==> config.mk <==
export PLATFORM = sky130hd
export DESIGN_NAME = cas_core
export DESIGN_NICKNAME = d
export VERILOG_FILES = /design/src/rtl/cas_pkg.sv /design/src/rtl/cas_alu.sv /design/src/rtl/cas_core.sv
export SDC_FILE = /design/constraint.sdc
export NUM_CORES = 1
export LEC_CHECK = 0
export BUFFER_PORTS_ARGS = -buffer_cell sky130_fd_sc_hd__buf_2
export CAP_MARGIN = 10
export CORE_MARGIN = 8
export CORE_UTILIZATION = 35
export CTS_CLUSTER_SIZE = 24
export DETAILED_ROUTE_END_ITERATION = 8
export PLACE_DENSITY_LB_ADDON = 0.05
export REMOVE_ABC_BUFFERS = 1
export SYNTH_ARGS = -nofsm -noshare
export SYNTH_HDL_FRONTEND = slang
export SYNTH_SLANG_ARGS = --single-unit
export TNS_END_PERCENT = 1
==> constraint.sdc <==
create_clock -name i_ref_clk -period 4.3 [get_ports i_ref_clk]
set_input_delay 0.43 -clock i_ref_clk [delete_from_list [all_inputs] [get_ports i_ref_clk]]
set_output_delay 0.43 -clock i_ref_clk [all_outputs]
set_load 0.03 [all_outputs]
==> src/rtl/cas_pkg.sv <==
package cas_pkg;

  // ----------------------------------------------------------------
  // operations and operand modes
  // ----------------------------------------------------------------
  // logic left shift is the same operation as arith_left_shift_op
  typedef enum logic [3:0] {
    none_op,
    add_carry_op,
    add_op,
    and_op,
    arith_left_shift_op,
    arith_right_shift_op,
    stack_ptr_imm_add_op,
    index_pair_imm_add_op,
    branch_carry_clear_op
  } cas_op_t;

  typedef enum logic [3:0] {
    inherent_mode,
    immediate_mode,
    direct_mode,
    extended_mode,
    indexed_off16_mode,
    indexed_off8_mode,
    indexed_no_offset_mode,
    indexed_post_inc_mode,
    indexed_off8_post_inc_mode,
    stack_off16_mode,
    stack_off8_mode,
    relative_mode
  } cas_mode_t;

  typedef enum logic [2:0] {
    st_opcode,
    st_prefix,
    st_operand,
    st_read,
    st_write,
    st_pad
  } cas_state_t;

  typedef struct packed {
    cas_op_t op;
    cas_mode_t mode;
    logic [2:0] need;
    logic [1:0] nbytes;
    logic to_index;
    logic legal;
  } cas_dec_t;

  // ----------------------------------------------------------------
  // condition code bit positions
  // ----------------------------------------------------------------
  localparam int CCR_V = 7;
  localparam int CCR_H = 4;
  localparam int CCR_I = 3;
  localparam int CCR_N = 2;
  localparam int CCR_Z = 1;
  localparam int CCR_C = 0;

  // ----------------------------------------------------------------
  // opcode map
  // ----------------------------------------------------------------
  localparam logic [7:0] OPC_PREFIX = 8'h9E;
  localparam logic [7:0] OPC_STACK_ADD = 8'hA7;
  localparam logic [7:0] OPC_INDEX_ADD = 8'hAF;
  localparam logic [7:0] OPC_BRANCH_CC = 8'h24;
  localparam logic [3:0] COL_SHL = 4'h8;
  localparam logic [3:0] COL_SHR = 4'h7;
  localparam logic [3:0] ROW_SH_DIR = 4'h3;
  localparam logic [3:0] ROW_SH_ACC = 4'h4;
  localparam logic [3:0] ROW_SH_IDX = 4'h5;
  localparam logic [3:0] ROW_SH_IX1 = 4'h6;
  localparam logic [3:0] ROW_SH_IX = 4'h7;
  localparam logic [3:0] ROW_SH_SP1 = 4'h6;
  localparam logic [3:0] COL_ADC = 4'h9;
  localparam logic [3:0] COL_ADD = 4'hB;
  localparam logic [3:0] COL_AND = 4'h4;
  localparam logic [3:0] ROW_IMM = 4'hA;
  localparam logic [3:0] ROW_DIR = 4'hB;
  localparam logic [3:0] ROW_EXT = 4'hC;
  localparam logic [3:0] ROW_IX2 = 4'hD;
  localparam logic [3:0] ROW_IX1 = 4'hE;
  localparam logic [3:0] ROW_IX = 4'hF;
  localparam logic [3:0] ROW_SP2 = 4'hD;
  localparam logic [3:0] ROW_SP1 = 4'hE;

  // ----------------------------------------------------------------
  // bus cycle counts
  // ----------------------------------------------------------------
  localparam logic [2:0] CYC_AR_IMM = 3'h2;
  localparam logic [2:0] CYC_AR_DIR = 3'h3;
  localparam logic [2:0] CYC_AR_EXT = 3'h4;
  localparam logic [2:0] CYC_AR_IX2 = 3'h4;
  localparam logic [2:0] CYC_AR_IX1 = 3'h3;
  localparam logic [2:0] CYC_AR_IX = 3'h3;
  localparam logic [2:0] CYC_AR_SP2 = 3'h5;
  localparam logic [2:0] CYC_AR_SP1 = 3'h4;
  localparam logic [2:0] CYC_SH_DIR = 3'h5;
  localparam logic [2:0] CYC_SH_INH = 3'h1;
  localparam logic [2:0] CYC_SH_IX1 = 3'h5;
  localparam logic [2:0] CYC_SH_IX = 3'h4;
  localparam logic [2:0] CYC_SH_SP1 = 3'h6;
  localparam logic [2:0] CYC_IMM_ADD = 3'h2;
  localparam logic [2:0] CYC_BRANCH = 3'h3;
  localparam logic [2:0] CYC_FIRST = 3'h1;

  // ----------------------------------------------------------------
  // values after reset, and the direct page high byte
  // ----------------------------------------------------------------
  localparam logic [7:0] ACC_RESET = 8'h00;
  localparam logic [15:0] HX_RESET = 16'h0000;
  localparam logic [15:0] SP_RESET = 16'h00FF;
  localparam logic [7:0] CCR_RESET = 8'h00;
  localparam logic [15:0] PC_RESET = 16'h0000;
  localparam logic [7:0] DIRECT_PAGE = 8'h00;

endpackage

==> src/rtl/cas_alu.sv <==
`timescale 1ns/1ps
module cas_alu (
  input cas_pkg::cas_op_t i_op,
  input logic [7:0] i_a,
  input logic [7:0] i_m,
  input logic [7:0] i_ccr,
  output logic [7:0] o_res,
  output logic [7:0] o_ccr
);
  import cas_pkg::*;

  // ----------------------------------------------------------------
  // result and flags
  // ----------------------------------------------------------------
  // purely combinational; the core registers whatever it commits
  always_comb begin
    logic [8:0] sum;
    logic [4:0] half;
    logic cin;
    sum = 9'h000;
    half = 5'h00;
    cin = (i_op == add_carry_op) ? i_ccr[CCR_C] : 1'b0;
    o_res = i_a;
    o_ccr = i_ccr; // interrupt mask is never touched here
    case (i_op)
      add_carry_op, add_op: begin
        sum = {1'b0, i_a} + {1'b0, i_m} + {8'h00, cin};
        half = {1'b0, i_a[3:0]} + {1'b0, i_m[3:0]} + {4'h0, cin};
        o_res = sum[7:0];
        o_ccr[CCR_C] = sum[8];
        o_ccr[CCR_H] = half[4];
        o_ccr[CCR_V] = (i_a[7] == i_m[7]) && (sum[7] != i_a[7]);
      end
      and_op: begin
        o_res = i_a & i_m;
        o_ccr[CCR_V] = 1'b0;
      end
      arith_left_shift_op: begin
        o_res = {i_a[6:0], 1'b0};
        o_ccr[CCR_C] = i_a[7];
        o_ccr[CCR_V] = i_a[6] ^ i_a[7]; // overflow is new sign xor carry
      end
      arith_right_shift_op: begin
        o_res = {i_a[7], i_a[7:1]};
        o_ccr[CCR_C] = i_a[0];
        o_ccr[CCR_V] = i_a[7] ^ i_a[0];
      end
      default: begin
      end
    endcase
    // sign and zero follow the 8-bit result
    if (i_op inside {add_carry_op, add_op, and_op, arith_left_shift_op,
                     arith_right_shift_op}) begin
      o_ccr[CCR_N] = o_res[7];
      o_ccr[CCR_Z] = (o_res == 8'h00);
    end
  end

endmodule

==> src/rtl/cas_core.sv <==
// What this block does
// - add with carry: A gets A plus operand plus carry; V H N Z C updated.
// - add without carry: A gets A plus operand; V H N Z C updated.
// - stack pointer add: sign-extended immediate added, flags kept, 2 cycles.
// - index pair add: sign-extended immediate added, flags kept, 2 cycles.
// - AND: A gets A and operand; V cleared; N Z updated; H I C kept.
// - arithmetic ops: eight operand modes, each with its fixed cycle count.
// - left shift: operand shifted left into carry; V N Z C updated.
// - left shift counts: direct 5, register 1, off8 5, no offset 4, stack 6.
// - right shift: V N Z C updated, same opcodes layout and cycle counts.
// - branch on carry clear: signed offset taken if C is 0; 3 cycles.
// - relative mode: signed 8-bit offset from the stream forms the target.
// - off8 indexed: address is index pair plus unsigned 8-bit offset.
// - off16 indexed: address is index pair plus 16-bit offset.
// - post-increment no-offset indexing is never offered to these operations.
// - post-increment off8 indexing is never offered to these operations.
// - stack modes: address is stack pointer plus 8- or 16-bit offset.
// - flags: V bit 7, H bit 4, I bit 3, N bit 2, Z bit 1, C bit 0.
// - direct mode: operand gives low address byte, high byte is zero.
`timescale 1ns/1ps
module cas_core (
  input logic i_ref_clk,
  input logic i_rst,
  input logic i_ce,
  input logic i_fq_valid,
  input logic [7:0] i_fq_byte,
  output logic o_fq_ready,
  output logic o_mem_req,
  output logic o_mem_we,
  output logic [15:0] o_mem_addr,
  output logic [7:0] o_mem_wdata,
  input logic [7:0] i_mem_rdata,
  output logic [7:0] o_acc,
  output logic [15:0] o_hx,
  output logic [15:0] o_sp,
  output logic [15:0] o_pc,
  output logic [7:0] o_ccr,
  output logic o_done,
  output logic o_illegal,
  output logic o_branch
);
  import cas_pkg::*;

  // ----------------------------------------------------------------
  // helpers
  // ----------------------------------------------------------------
  function automatic logic [15:0] sext8(input logic [7:0] b);
    return {{8{b[7]}}, b};
  endfunction

  // post-increment modes are left out of every row: no operation here uses them
  function automatic cas_dec_t decode(input logic [7:0] opc, input logic pre);
    cas_dec_t d;
    d = '{op: none_op, mode: inherent_mode, need: CYC_FIRST, nbytes: 2'h0,
          to_index: 1'b0, legal: 1'b1};
    if (!pre && opc == OPC_STACK_ADD) begin
      d.op = stack_ptr_imm_add_op;
      d.mode = immediate_mode;
      d.need = CYC_IMM_ADD;
      d.nbytes = 2'h1;
    end else if (!pre && opc == OPC_INDEX_ADD) begin
      d.op = index_pair_imm_add_op;
      d.mode = immediate_mode;
      d.need = CYC_IMM_ADD;
      d.nbytes = 2'h1;
    end else if (!pre && opc == OPC_BRANCH_CC) begin
      d.op = branch_carry_clear_op;
      d.mode = relative_mode;
      d.need = CYC_BRANCH;
      d.nbytes = 2'h1;
    end else if (opc[3:0] == COL_SHL || opc[3:0] == COL_SHR) begin
      d.op = (opc[3:0] == COL_SHL) ? arith_left_shift_op : arith_right_shift_op;
      d.nbytes = 2'h1;
      if (pre) begin
        d.mode = stack_off8_mode;
        d.need = CYC_SH_SP1;
        d.legal = (opc[7:4] == ROW_SH_SP1);
      end else begin
        case (opc[7:4])
          ROW_SH_DIR: {d.mode, d.need} = {direct_mode, CYC_SH_DIR};
          ROW_SH_ACC: {d.mode, d.need, d.nbytes} = {inherent_mode, CYC_SH_INH, 2'h0};
          ROW_SH_IDX: {d.mode, d.need, d.nbytes, d.to_index} =
                      {inherent_mode, CYC_SH_INH, 2'h0, 1'b1};
          ROW_SH_IX1: {d.mode, d.need} = {indexed_off8_mode, CYC_SH_IX1};
          ROW_SH_IX: {d.mode, d.need, d.nbytes} = {indexed_no_offset_mode, CYC_SH_IX, 2'h0};
          default: d.legal = 1'b0;
        endcase
      end
    end else if (opc[3:0] == COL_ADC || opc[3:0] == COL_ADD || opc[3:0] == COL_AND) begin
      d.op = (opc[3:0] == COL_ADC) ? add_carry_op :
             (opc[3:0] == COL_ADD) ? add_op : and_op;
      d.nbytes = 2'h1;
      if (pre) begin
        case (opc[7:4])
          ROW_SP2: {d.mode, d.need, d.nbytes} = {stack_off16_mode, CYC_AR_SP2, 2'h2};
          ROW_SP1: {d.mode, d.need} = {stack_off8_mode, CYC_AR_SP1};
          default: d.legal = 1'b0;
        endcase
      end else begin
        case (opc[7:4])
          ROW_IMM: {d.mode, d.need} = {immediate_mode, CYC_AR_IMM};
          ROW_DIR: {d.mode, d.need} = {direct_mode, CYC_AR_DIR};
          ROW_EXT: {d.mode, d.need, d.nbytes} = {extended_mode, CYC_AR_EXT, 2'h2};
          ROW_IX2: {d.mode, d.need, d.nbytes} = {indexed_off16_mode, CYC_AR_IX2, 2'h2};
          ROW_IX1: {d.mode, d.need} = {indexed_off8_mode, CYC_AR_IX1};
          ROW_IX: {d.mode, d.need, d.nbytes} = {indexed_no_offset_mode, CYC_AR_IX, 2'h0};
          default: d.legal = 1'b0;
        endcase
      end
    end else begin
      d.legal = 1'b0;
    end
    if (!d.legal) begin
      d.op = none_op;
    end
    return d;
  endfunction

  // ----------------------------------------------------------------
  // state
  // ----------------------------------------------------------------
  cas_state_t state_reg, state_next;
  cas_op_t op_reg, op_next;
  cas_mode_t mode_reg, mode_next;
  logic [2:0] need_reg, need_next, cyc_reg, cyc_next;
  logic [1:0] left_reg, left_next;
  logic to_index_reg, to_index_next;
  logic [7:0] hi_reg, hi_next, acc_reg, acc_next, ccr_reg, ccr_next;
  logic [7:0] wdata_reg, wdata_next;
  logic [15:0] hx_reg, hx_next, sp_reg, sp_next, pc_reg, pc_next;
  logic [15:0] addr_reg, addr_next;
  logic req_reg, req_next, we_reg, we_next;
  logic done_reg, done_next, illegal_reg, illegal_next, branch_reg, branch_next;

  cas_dec_t dec;
  cas_op_t alu_op;
  logic [7:0] alu_a, alu_m, alu_res, alu_ccr;
  logic fetching, take, tgt_x, is_shift, fin, done_now;
  logic [2:0] fin_need;
  logic [15:0] off16, ea;

  assign fetching = (state_reg == st_opcode) || (state_reg == st_prefix) ||
                    (state_reg == st_operand);
  assign take = fetching && i_fq_valid;
  assign o_fq_ready = i_ce && fetching;
  assign dec = decode(i_fq_byte, state_reg == st_prefix);

  // ----------------------------------------------------------------
  // operand steering into the alu
  // ----------------------------------------------------------------
  assign alu_op = (state_reg == st_opcode) ? dec.op : op_reg;
  assign tgt_x = (state_reg == st_opcode) ? dec.to_index : to_index_reg;
  assign is_shift = (alu_op == arith_left_shift_op) || (alu_op == arith_right_shift_op);
  assign alu_a = (state_reg == st_read && is_shift) ? i_mem_rdata :
                 (tgt_x ? hx_reg[7:0] : acc_reg);
  assign alu_m = (state_reg == st_read) ? i_mem_rdata : i_fq_byte;

  cas_alu u_alu (
    .i_op(alu_op),
    .i_a(alu_a),
    .i_m(alu_m),
    .i_ccr(ccr_reg),
    .o_res(alu_res),
    .o_ccr(alu_ccr)
  );

  // effective address, formed as the last operand byte arrives
  always_comb begin
    off16 = {hi_reg, i_fq_byte};
    case (mode_reg)
      direct_mode: ea = {DIRECT_PAGE, i_fq_byte};
      extended_mode: ea = off16;
      indexed_off16_mode: ea = hx_reg + off16;
      indexed_off8_mode: ea = hx_reg + {8'h00, i_fq_byte};
      stack_off16_mode: ea = sp_reg + off16;
      stack_off8_mode: ea = sp_reg + {8'h00, i_fq_byte};
      default: ea = hx_reg;
    endcase
  end

  // ----------------------------------------------------------------
  // sequencer and architectural registers
  // ----------------------------------------------------------------
  // the cycle counter pads short work paths so every instruction spends
  // exactly its listed bus cycles; fetch stalls are not counted
  always_comb begin
    state_next = state_reg;
    op_next = op_reg;
    mode_next = mode_reg;
    need_next = need_reg;
    cyc_next = cyc_reg;
    left_next = left_reg;
    to_index_next = to_index_reg;
    hi_next = hi_reg;
    acc_next = acc_reg;
    ccr_next = ccr_reg;
    wdata_next = wdata_reg;
    hx_next = hx_reg;
    sp_next = sp_reg;
    pc_next = take ? pc_reg + 16'h0001 : pc_reg;
    addr_next = addr_reg;
    req_next = 1'b0;
    we_next = 1'b0;
    done_next = 1'b0;
    illegal_next = 1'b0;
    branch_next = 1'b0;
    fin = 1'b0;
    fin_need = (state_reg == st_opcode) ? dec.need : need_reg;
    if (!fetching || take) begin
      cyc_next = cyc_reg + 3'h1;
    end
    case (state_reg)
      st_opcode, st_prefix: begin
        if (take && state_reg == st_opcode && i_fq_byte == OPC_PREFIX) begin
          state_next = st_prefix;
        end else if (take && !dec.legal) begin
          illegal_next = 1'b1;
          state_next = st_opcode;
          cyc_next = CYC_FIRST;
        end else if (take) begin
          op_next = dec.op;
          mode_next = dec.mode;
          need_next = dec.need;
          left_next = dec.nbytes;
          to_index_next = dec.to_index;
          if (dec.nbytes != 2'h0) begin
            state_next = st_operand;
          end else if (dec.mode == indexed_no_offset_mode) begin
            addr_next = hx_reg;
            req_next = 1'b1;
            state_next = st_read;
          end else begin
            // register shift finishes in its own opcode cycle
            if (tgt_x) begin
              hx_next[7:0] = alu_res;
            end else begin
              acc_next = alu_res;
            end
            ccr_next = alu_ccr;
            fin = 1'b1;
          end
        end
      end
      st_operand: begin
        if (take && left_reg == 2'h2) begin
          hi_next = i_fq_byte;
          left_next = 2'h1;
        end else if (take) begin
          case (mode_reg)
            immediate_mode, relative_mode: begin
              case (op_reg)
                stack_ptr_imm_add_op: sp_next = sp_reg + sext8(i_fq_byte);
                index_pair_imm_add_op: hx_next = hx_reg + sext8(i_fq_byte);
                branch_carry_clear_op: begin
                  if (!ccr_reg[CCR_C]) begin
                    pc_next = pc_reg + 16'h0001 + sext8(i_fq_byte);
                    branch_next = 1'b1;
                  end
                end
                default: begin
                  acc_next = alu_res;
                  ccr_next = alu_ccr;
                end
              endcase
              fin = 1'b1;
            end
            default: begin
              addr_next = ea;
              req_next = 1'b1;
              state_next = st_read;
            end
          endcase
        end
      end
      st_read: begin
        ccr_next = alu_ccr;
        if (is_shift) begin
          // read-modify-write: result goes back to the same location
          wdata_next = alu_res;
          req_next = 1'b1;
          we_next = 1'b1;
          state_next = st_write;
        end else begin
          acc_next = alu_res;
          fin = 1'b1;
        end
      end
      st_write: fin = 1'b1;
      st_pad: fin = 1'b1;
      default: state_next = st_opcode;
    endcase
    done_now = fin && (cyc_reg == fin_need);
    if (done_now) begin
      state_next = st_opcode;
      cyc_next = CYC_FIRST;
      done_next = 1'b1;
    end else if (fin) begin
      state_next = st_pad;
    end
  end

  always_ff @(posedge i_ref_clk or posedge i_rst) begin
    if (i_rst) begin
      state_reg <= st_opcode;
      op_reg <= none_op;
      mode_reg <= inherent_mode;
      need_reg <= CYC_FIRST;
      cyc_reg <= CYC_FIRST;
      left_reg <= 2'h0;
      to_index_reg <= 1'b0;
      hi_reg <= 8'h00;
      acc_reg <= ACC_RESET;
      ccr_reg <= CCR_RESET;
      wdata_reg <= 8'h00;
      hx_reg <= HX_RESET;
      sp_reg <= SP_RESET;
      pc_reg <= PC_RESET;
      addr_reg <= 16'h0000;
      req_reg <= 1'b0;
      we_reg <= 1'b0;
      done_reg <= 1'b0;
      illegal_reg <= 1'b0;
      branch_reg <= 1'b0;
    end else if (i_ce) begin
      state_reg <= state_next;
      op_reg <= op_next;
      mode_reg <= mode_next;
      need_reg <= need_next;
      cyc_reg <= cyc_next;
      left_reg <= left_next;
      to_index_reg <= to_index_next;
      hi_reg <= hi_next;
      acc_reg <= acc_next;
      ccr_reg <= ccr_next;
      wdata_reg <= wdata_next;
      hx_reg <= hx_next;
      sp_reg <= sp_next;
      pc_reg <= pc_next;
      addr_reg <= addr_next;
      req_reg <= req_next;
      we_reg <= we_next;
      done_reg <= done_next;
      illegal_reg <= illegal_next;
      branch_reg <= branch_next;
    end
  end

  assign o_mem_req = req_reg;
  assign o_mem_we = we_reg;
  assign o_mem_addr = addr_reg;
  assign o_mem_wdata = wdata_reg;
  assign o_acc = acc_reg;
  assign o_hx = hx_reg;
  assign o_sp = sp_reg;
  assign o_pc = pc_reg;
  assign o_ccr = ccr_reg;
  assign o_done = done_reg;
  assign o_illegal = illegal_reg;
  assign o_branch = branch_reg;

  // ----------------------------------------------------------------
  // checks
  // ----------------------------------------------------------------
  // independent length count, so the padding counter is checked, not echoed
  logic [2:0] len_q, last_len_q;
  always_ff @(posedge i_ref_clk or posedge i_rst) begin
    if (i_rst) begin
      len_q <= 3'h0;
      last_len_q <= 3'h0;
    end else if (i_ce && (!fetching || take)) begin
      len_q <= (done_now || illegal_next) ? 3'h0 : len_q + 3'h1;
      if (done_now) begin
        last_len_q <= len_q + 3'h1;
      end
    end
  end
endmodule

==> impl_metrics.py <==
metrics = {
    "synth": {
        "yosysMostFrequentCell": "nand2_1",
        "synth_top_area_share_pct": 24.7,
        "ys_ff_latch": 118,
        "synth_edf_count": 0,
        "synth_cell_types": 95,
        "syn_area_per_cell_um2": 8.09,
        "async_flop_share_pct": 100,
        "netlist_top_cells_count": "nand2_1, nor2_1, o21ai_0",
        "synth-seq-area-share_pct": 27.1,
        "yosys-top-cells-area": "dfrtp_1, ha_1, nand2_1",
        "synth_cells": 1355,
        "synth_flop_cell": "dfrtp_1",
        "yosys_warnings": 0,
        "syn_area_um2": 11000,
        "synth_top_area_cell": "dfrtp_1",
    },
    "worst_setup_path": {
        "start_kind": "flop",
        "crit_arrival_ps": 4500,
        "r2r_cells": 15,
        "cp.required_ps": 4620,
        "worst-setup-path-type": "reg2reg",
        "cp_max_fo": 5,
        "end_kind": "flop",
    },
    "placement": {
        "dpl.hpwl_um": 29800,
        "io_buffers": 110,
        "placed_cells": 1914,
        "gp_congestion": 0.897,
    },
    "job": {
        "cap_violations": 0,
    },
    "clock_network": {
        "tritoncts_num_sinks": 118,
        "clkLatencyLatePin_ps": 440,
        "tritoncts": "built",
        "cts.path.max_buffers": 2,
        "clkSlewWorstSetupHoldPaths_ps": 60,
        "htreeDepth": 4,
        "cts_buffers": 17,
        "cts_root_buffer": "clkbuf_16",
    },
    "global_route": {
        "grt.total_usage_pct": 21.3,
        "grt_pass1_wl_um": 60600,
        "grt_start_max_net_pins": 96,
        "grt_pass1_vias": 10365,
        "grt_overflow": 0,
        "antenna_found_initial": 1,
    },
    "pwr": {
        "switchingPower_w": 0.00387,
        "p_seq_share_pct": 20.8,
        "switching_share_pct": 46.8,
        "ir_worst_vdd_mv": 0.315,
        "cellPowerDensity_nw_per_um2": 620,
        "intPower_w": 0.00440,
        "p_comb_share_pct": 60.4,
        "p_clk_share_pct": 18.8,
        "p_leak_nw": 6.31,
    },
    "drt": {
        "drtIter0Drc": 618,
        "wl_um": 38900,
        "post-route-drc-count": 0,
        "drt_pass1_iterations": 5,
        "vias": 10624,
        "avgViaCountPerCell": 5.45,
        "drtAntennaViolNets": 0,
        "wire_per_inst_um": 19.9,
    },
    "floorplan": {
        "die_area_um2": 37200,
        "ioPinCount": 114,
        "initial_core_util_pct": 35.6,
        "die_x_um": 193,
        "die_h_um": 193,
        "fp.coreArea_um2": 30700,
        "rows": 64,
    },
    "sta": {
        "finalClockSkew_ps": 12.9,
        "finalMaxSlewViolations": 0,
        "setup_tns_ps": 0,
        "fin_crit_ps": 4180,
        "fmax_mhz": 239,
        "setup_viol": 0,
        "relSlewSlack_pct": 37.6,
        "hold_viol": 0,
        "worstMarginPinSlew_ps": 936,
        "finalCritPeriodShare_pct": 97.2,
        "hold_slack_ps": 189,
        "grt_setup_unrepaired": "true",
    },
    "hold_path": {
        "hold_class": "in2async",
    },
    "final_layout": {
        "fin_util_pct": 43.4,
        "areaGrowthSynthToFinish_pct": 21.7,
        "nets": 1644,
        "final_cells": 1949,
        "layout-drive-gt1-share_pct": 23.7,
        "num_antenna_cells": 0,
    },
    "outcome": {
        "outcome": "completed",
    },
}
per-stage QoR:
step | power, W | setup WS (ps) | area (µm²)
final | 0.00827 | 120 | 13300
after global routing | 0.00887 | -29.6 | 13300
after CTS | 0.00821 | 12.1 | 13200
after detailed placement | 0.00656 | -568 | 12600
after global placement | 0.00658 | -481 | 12600
after floorplan | 0.00479 | -471 | 10700
metal layers:
metal / global-route usage, % / share of wire (%) / routed length (µm) / vias up
li1: - / - / - / 5298
met5: 0 / 0.023 / 9 / -
met2: 34.4 / 46 / 17900 / 272
met4: 5.77 / 1.8 / 698 / 2
met1: 28.7 / 47 / 18300 / 5004
met3: 4.10 / 5.1 / 1960 / 48
kinds of logic after synthesis:
family / after synthesis / share of synthesized area (%)
xor gates and xnor gates: 80 / 6.39
buffers and inverters: 114 / 4.33
DFF: 118 / 27.1
and+or+nand+nor: 493 / 21.8
muxes: 74 / 7.33
other: 1 / 0.0342
adders and majority gates: 85 / 10.2
AOI/OAI and AO/OA: 390 / 22.9
worst max-delay path, cell delays in order, from the launching register on:
cell	delay (ps)
dfrtp_2	440
or3_4	450
a2111oi_4	420
o211ai_4	160
mux2_4	230
inv_1	60
fa_2	430
fa_2	380
a21oi_2	170
o21ai_0	90
and3_1	220
o31a_1	260
xnor2_1	150
a21oi_2	240
o21ai_0	100
mux2_2	260
final timing paths:
path | slack, ps | startpoint | endpoint
worst max-delay path | 120 | state_reg[2] | o_hx[6]
worst max register to register | 120 | state_reg[2] | o_hx[6]
worst min register to register | 450 | need_reg[0] | need_reg[0]
min in group i_ref_clk | 440 | i_ce | cyc_reg[1]
worst min-delay path | 190 | i_rst | o_pc[10]
max in group asynchronous | 3170 | i_rst | o_mem_wdata[2]
timing repair:
item	4_1_cts	5_1_grt
gates resized for setup	6	26
setup buffers	2	1
pin swaps	2	15
cloned	0	0
hold buffers	0	0
setup endpoints to repair	8	15
power groups by stage:
stage | combinational [W] | clock (W) | sequential (W)
final | 0.00499 | 0.00156 | 0.00172
after global routing | 0.00546 | 0.00164 | 0.00177
after CTS | 0.00489 | 0.00160 | 0.00172
after detailed placement | 0.00482 | 0 | 0.00174
after global placement | 0.00483 | 0 | 0.00174
after floorplan | 0.00273 | 0 | 0.00206
area by class of cell:
class | instances | area (µm²)
Fill cell | 3171 | 17400
Multi-Input combinational cell | 1125 | 7620
Tap cell | 396 | 495
Timing Repair Buffer | 227 | 1440
Inverter | 51 | 196
Clock inverter | 10 | 144
Sequential cell | 118 | 2970
Clock buffer | 22 | 474
cell usage in the layout (no fill, tap or decap), types with 26 or more instances in the layout:
cell     count
nand2_1    153
nor2_1     145
buf_4      114
buf_2      110
o21ai_0    107
dfrtp_1    107
a21oi_1    101
ha_1        77
inv_1       50
nand3_1     46
xnor2_1     46
mux2_2      45
xor2_1      34
a21o_1      26
Power figures use the tool's default switching activity.
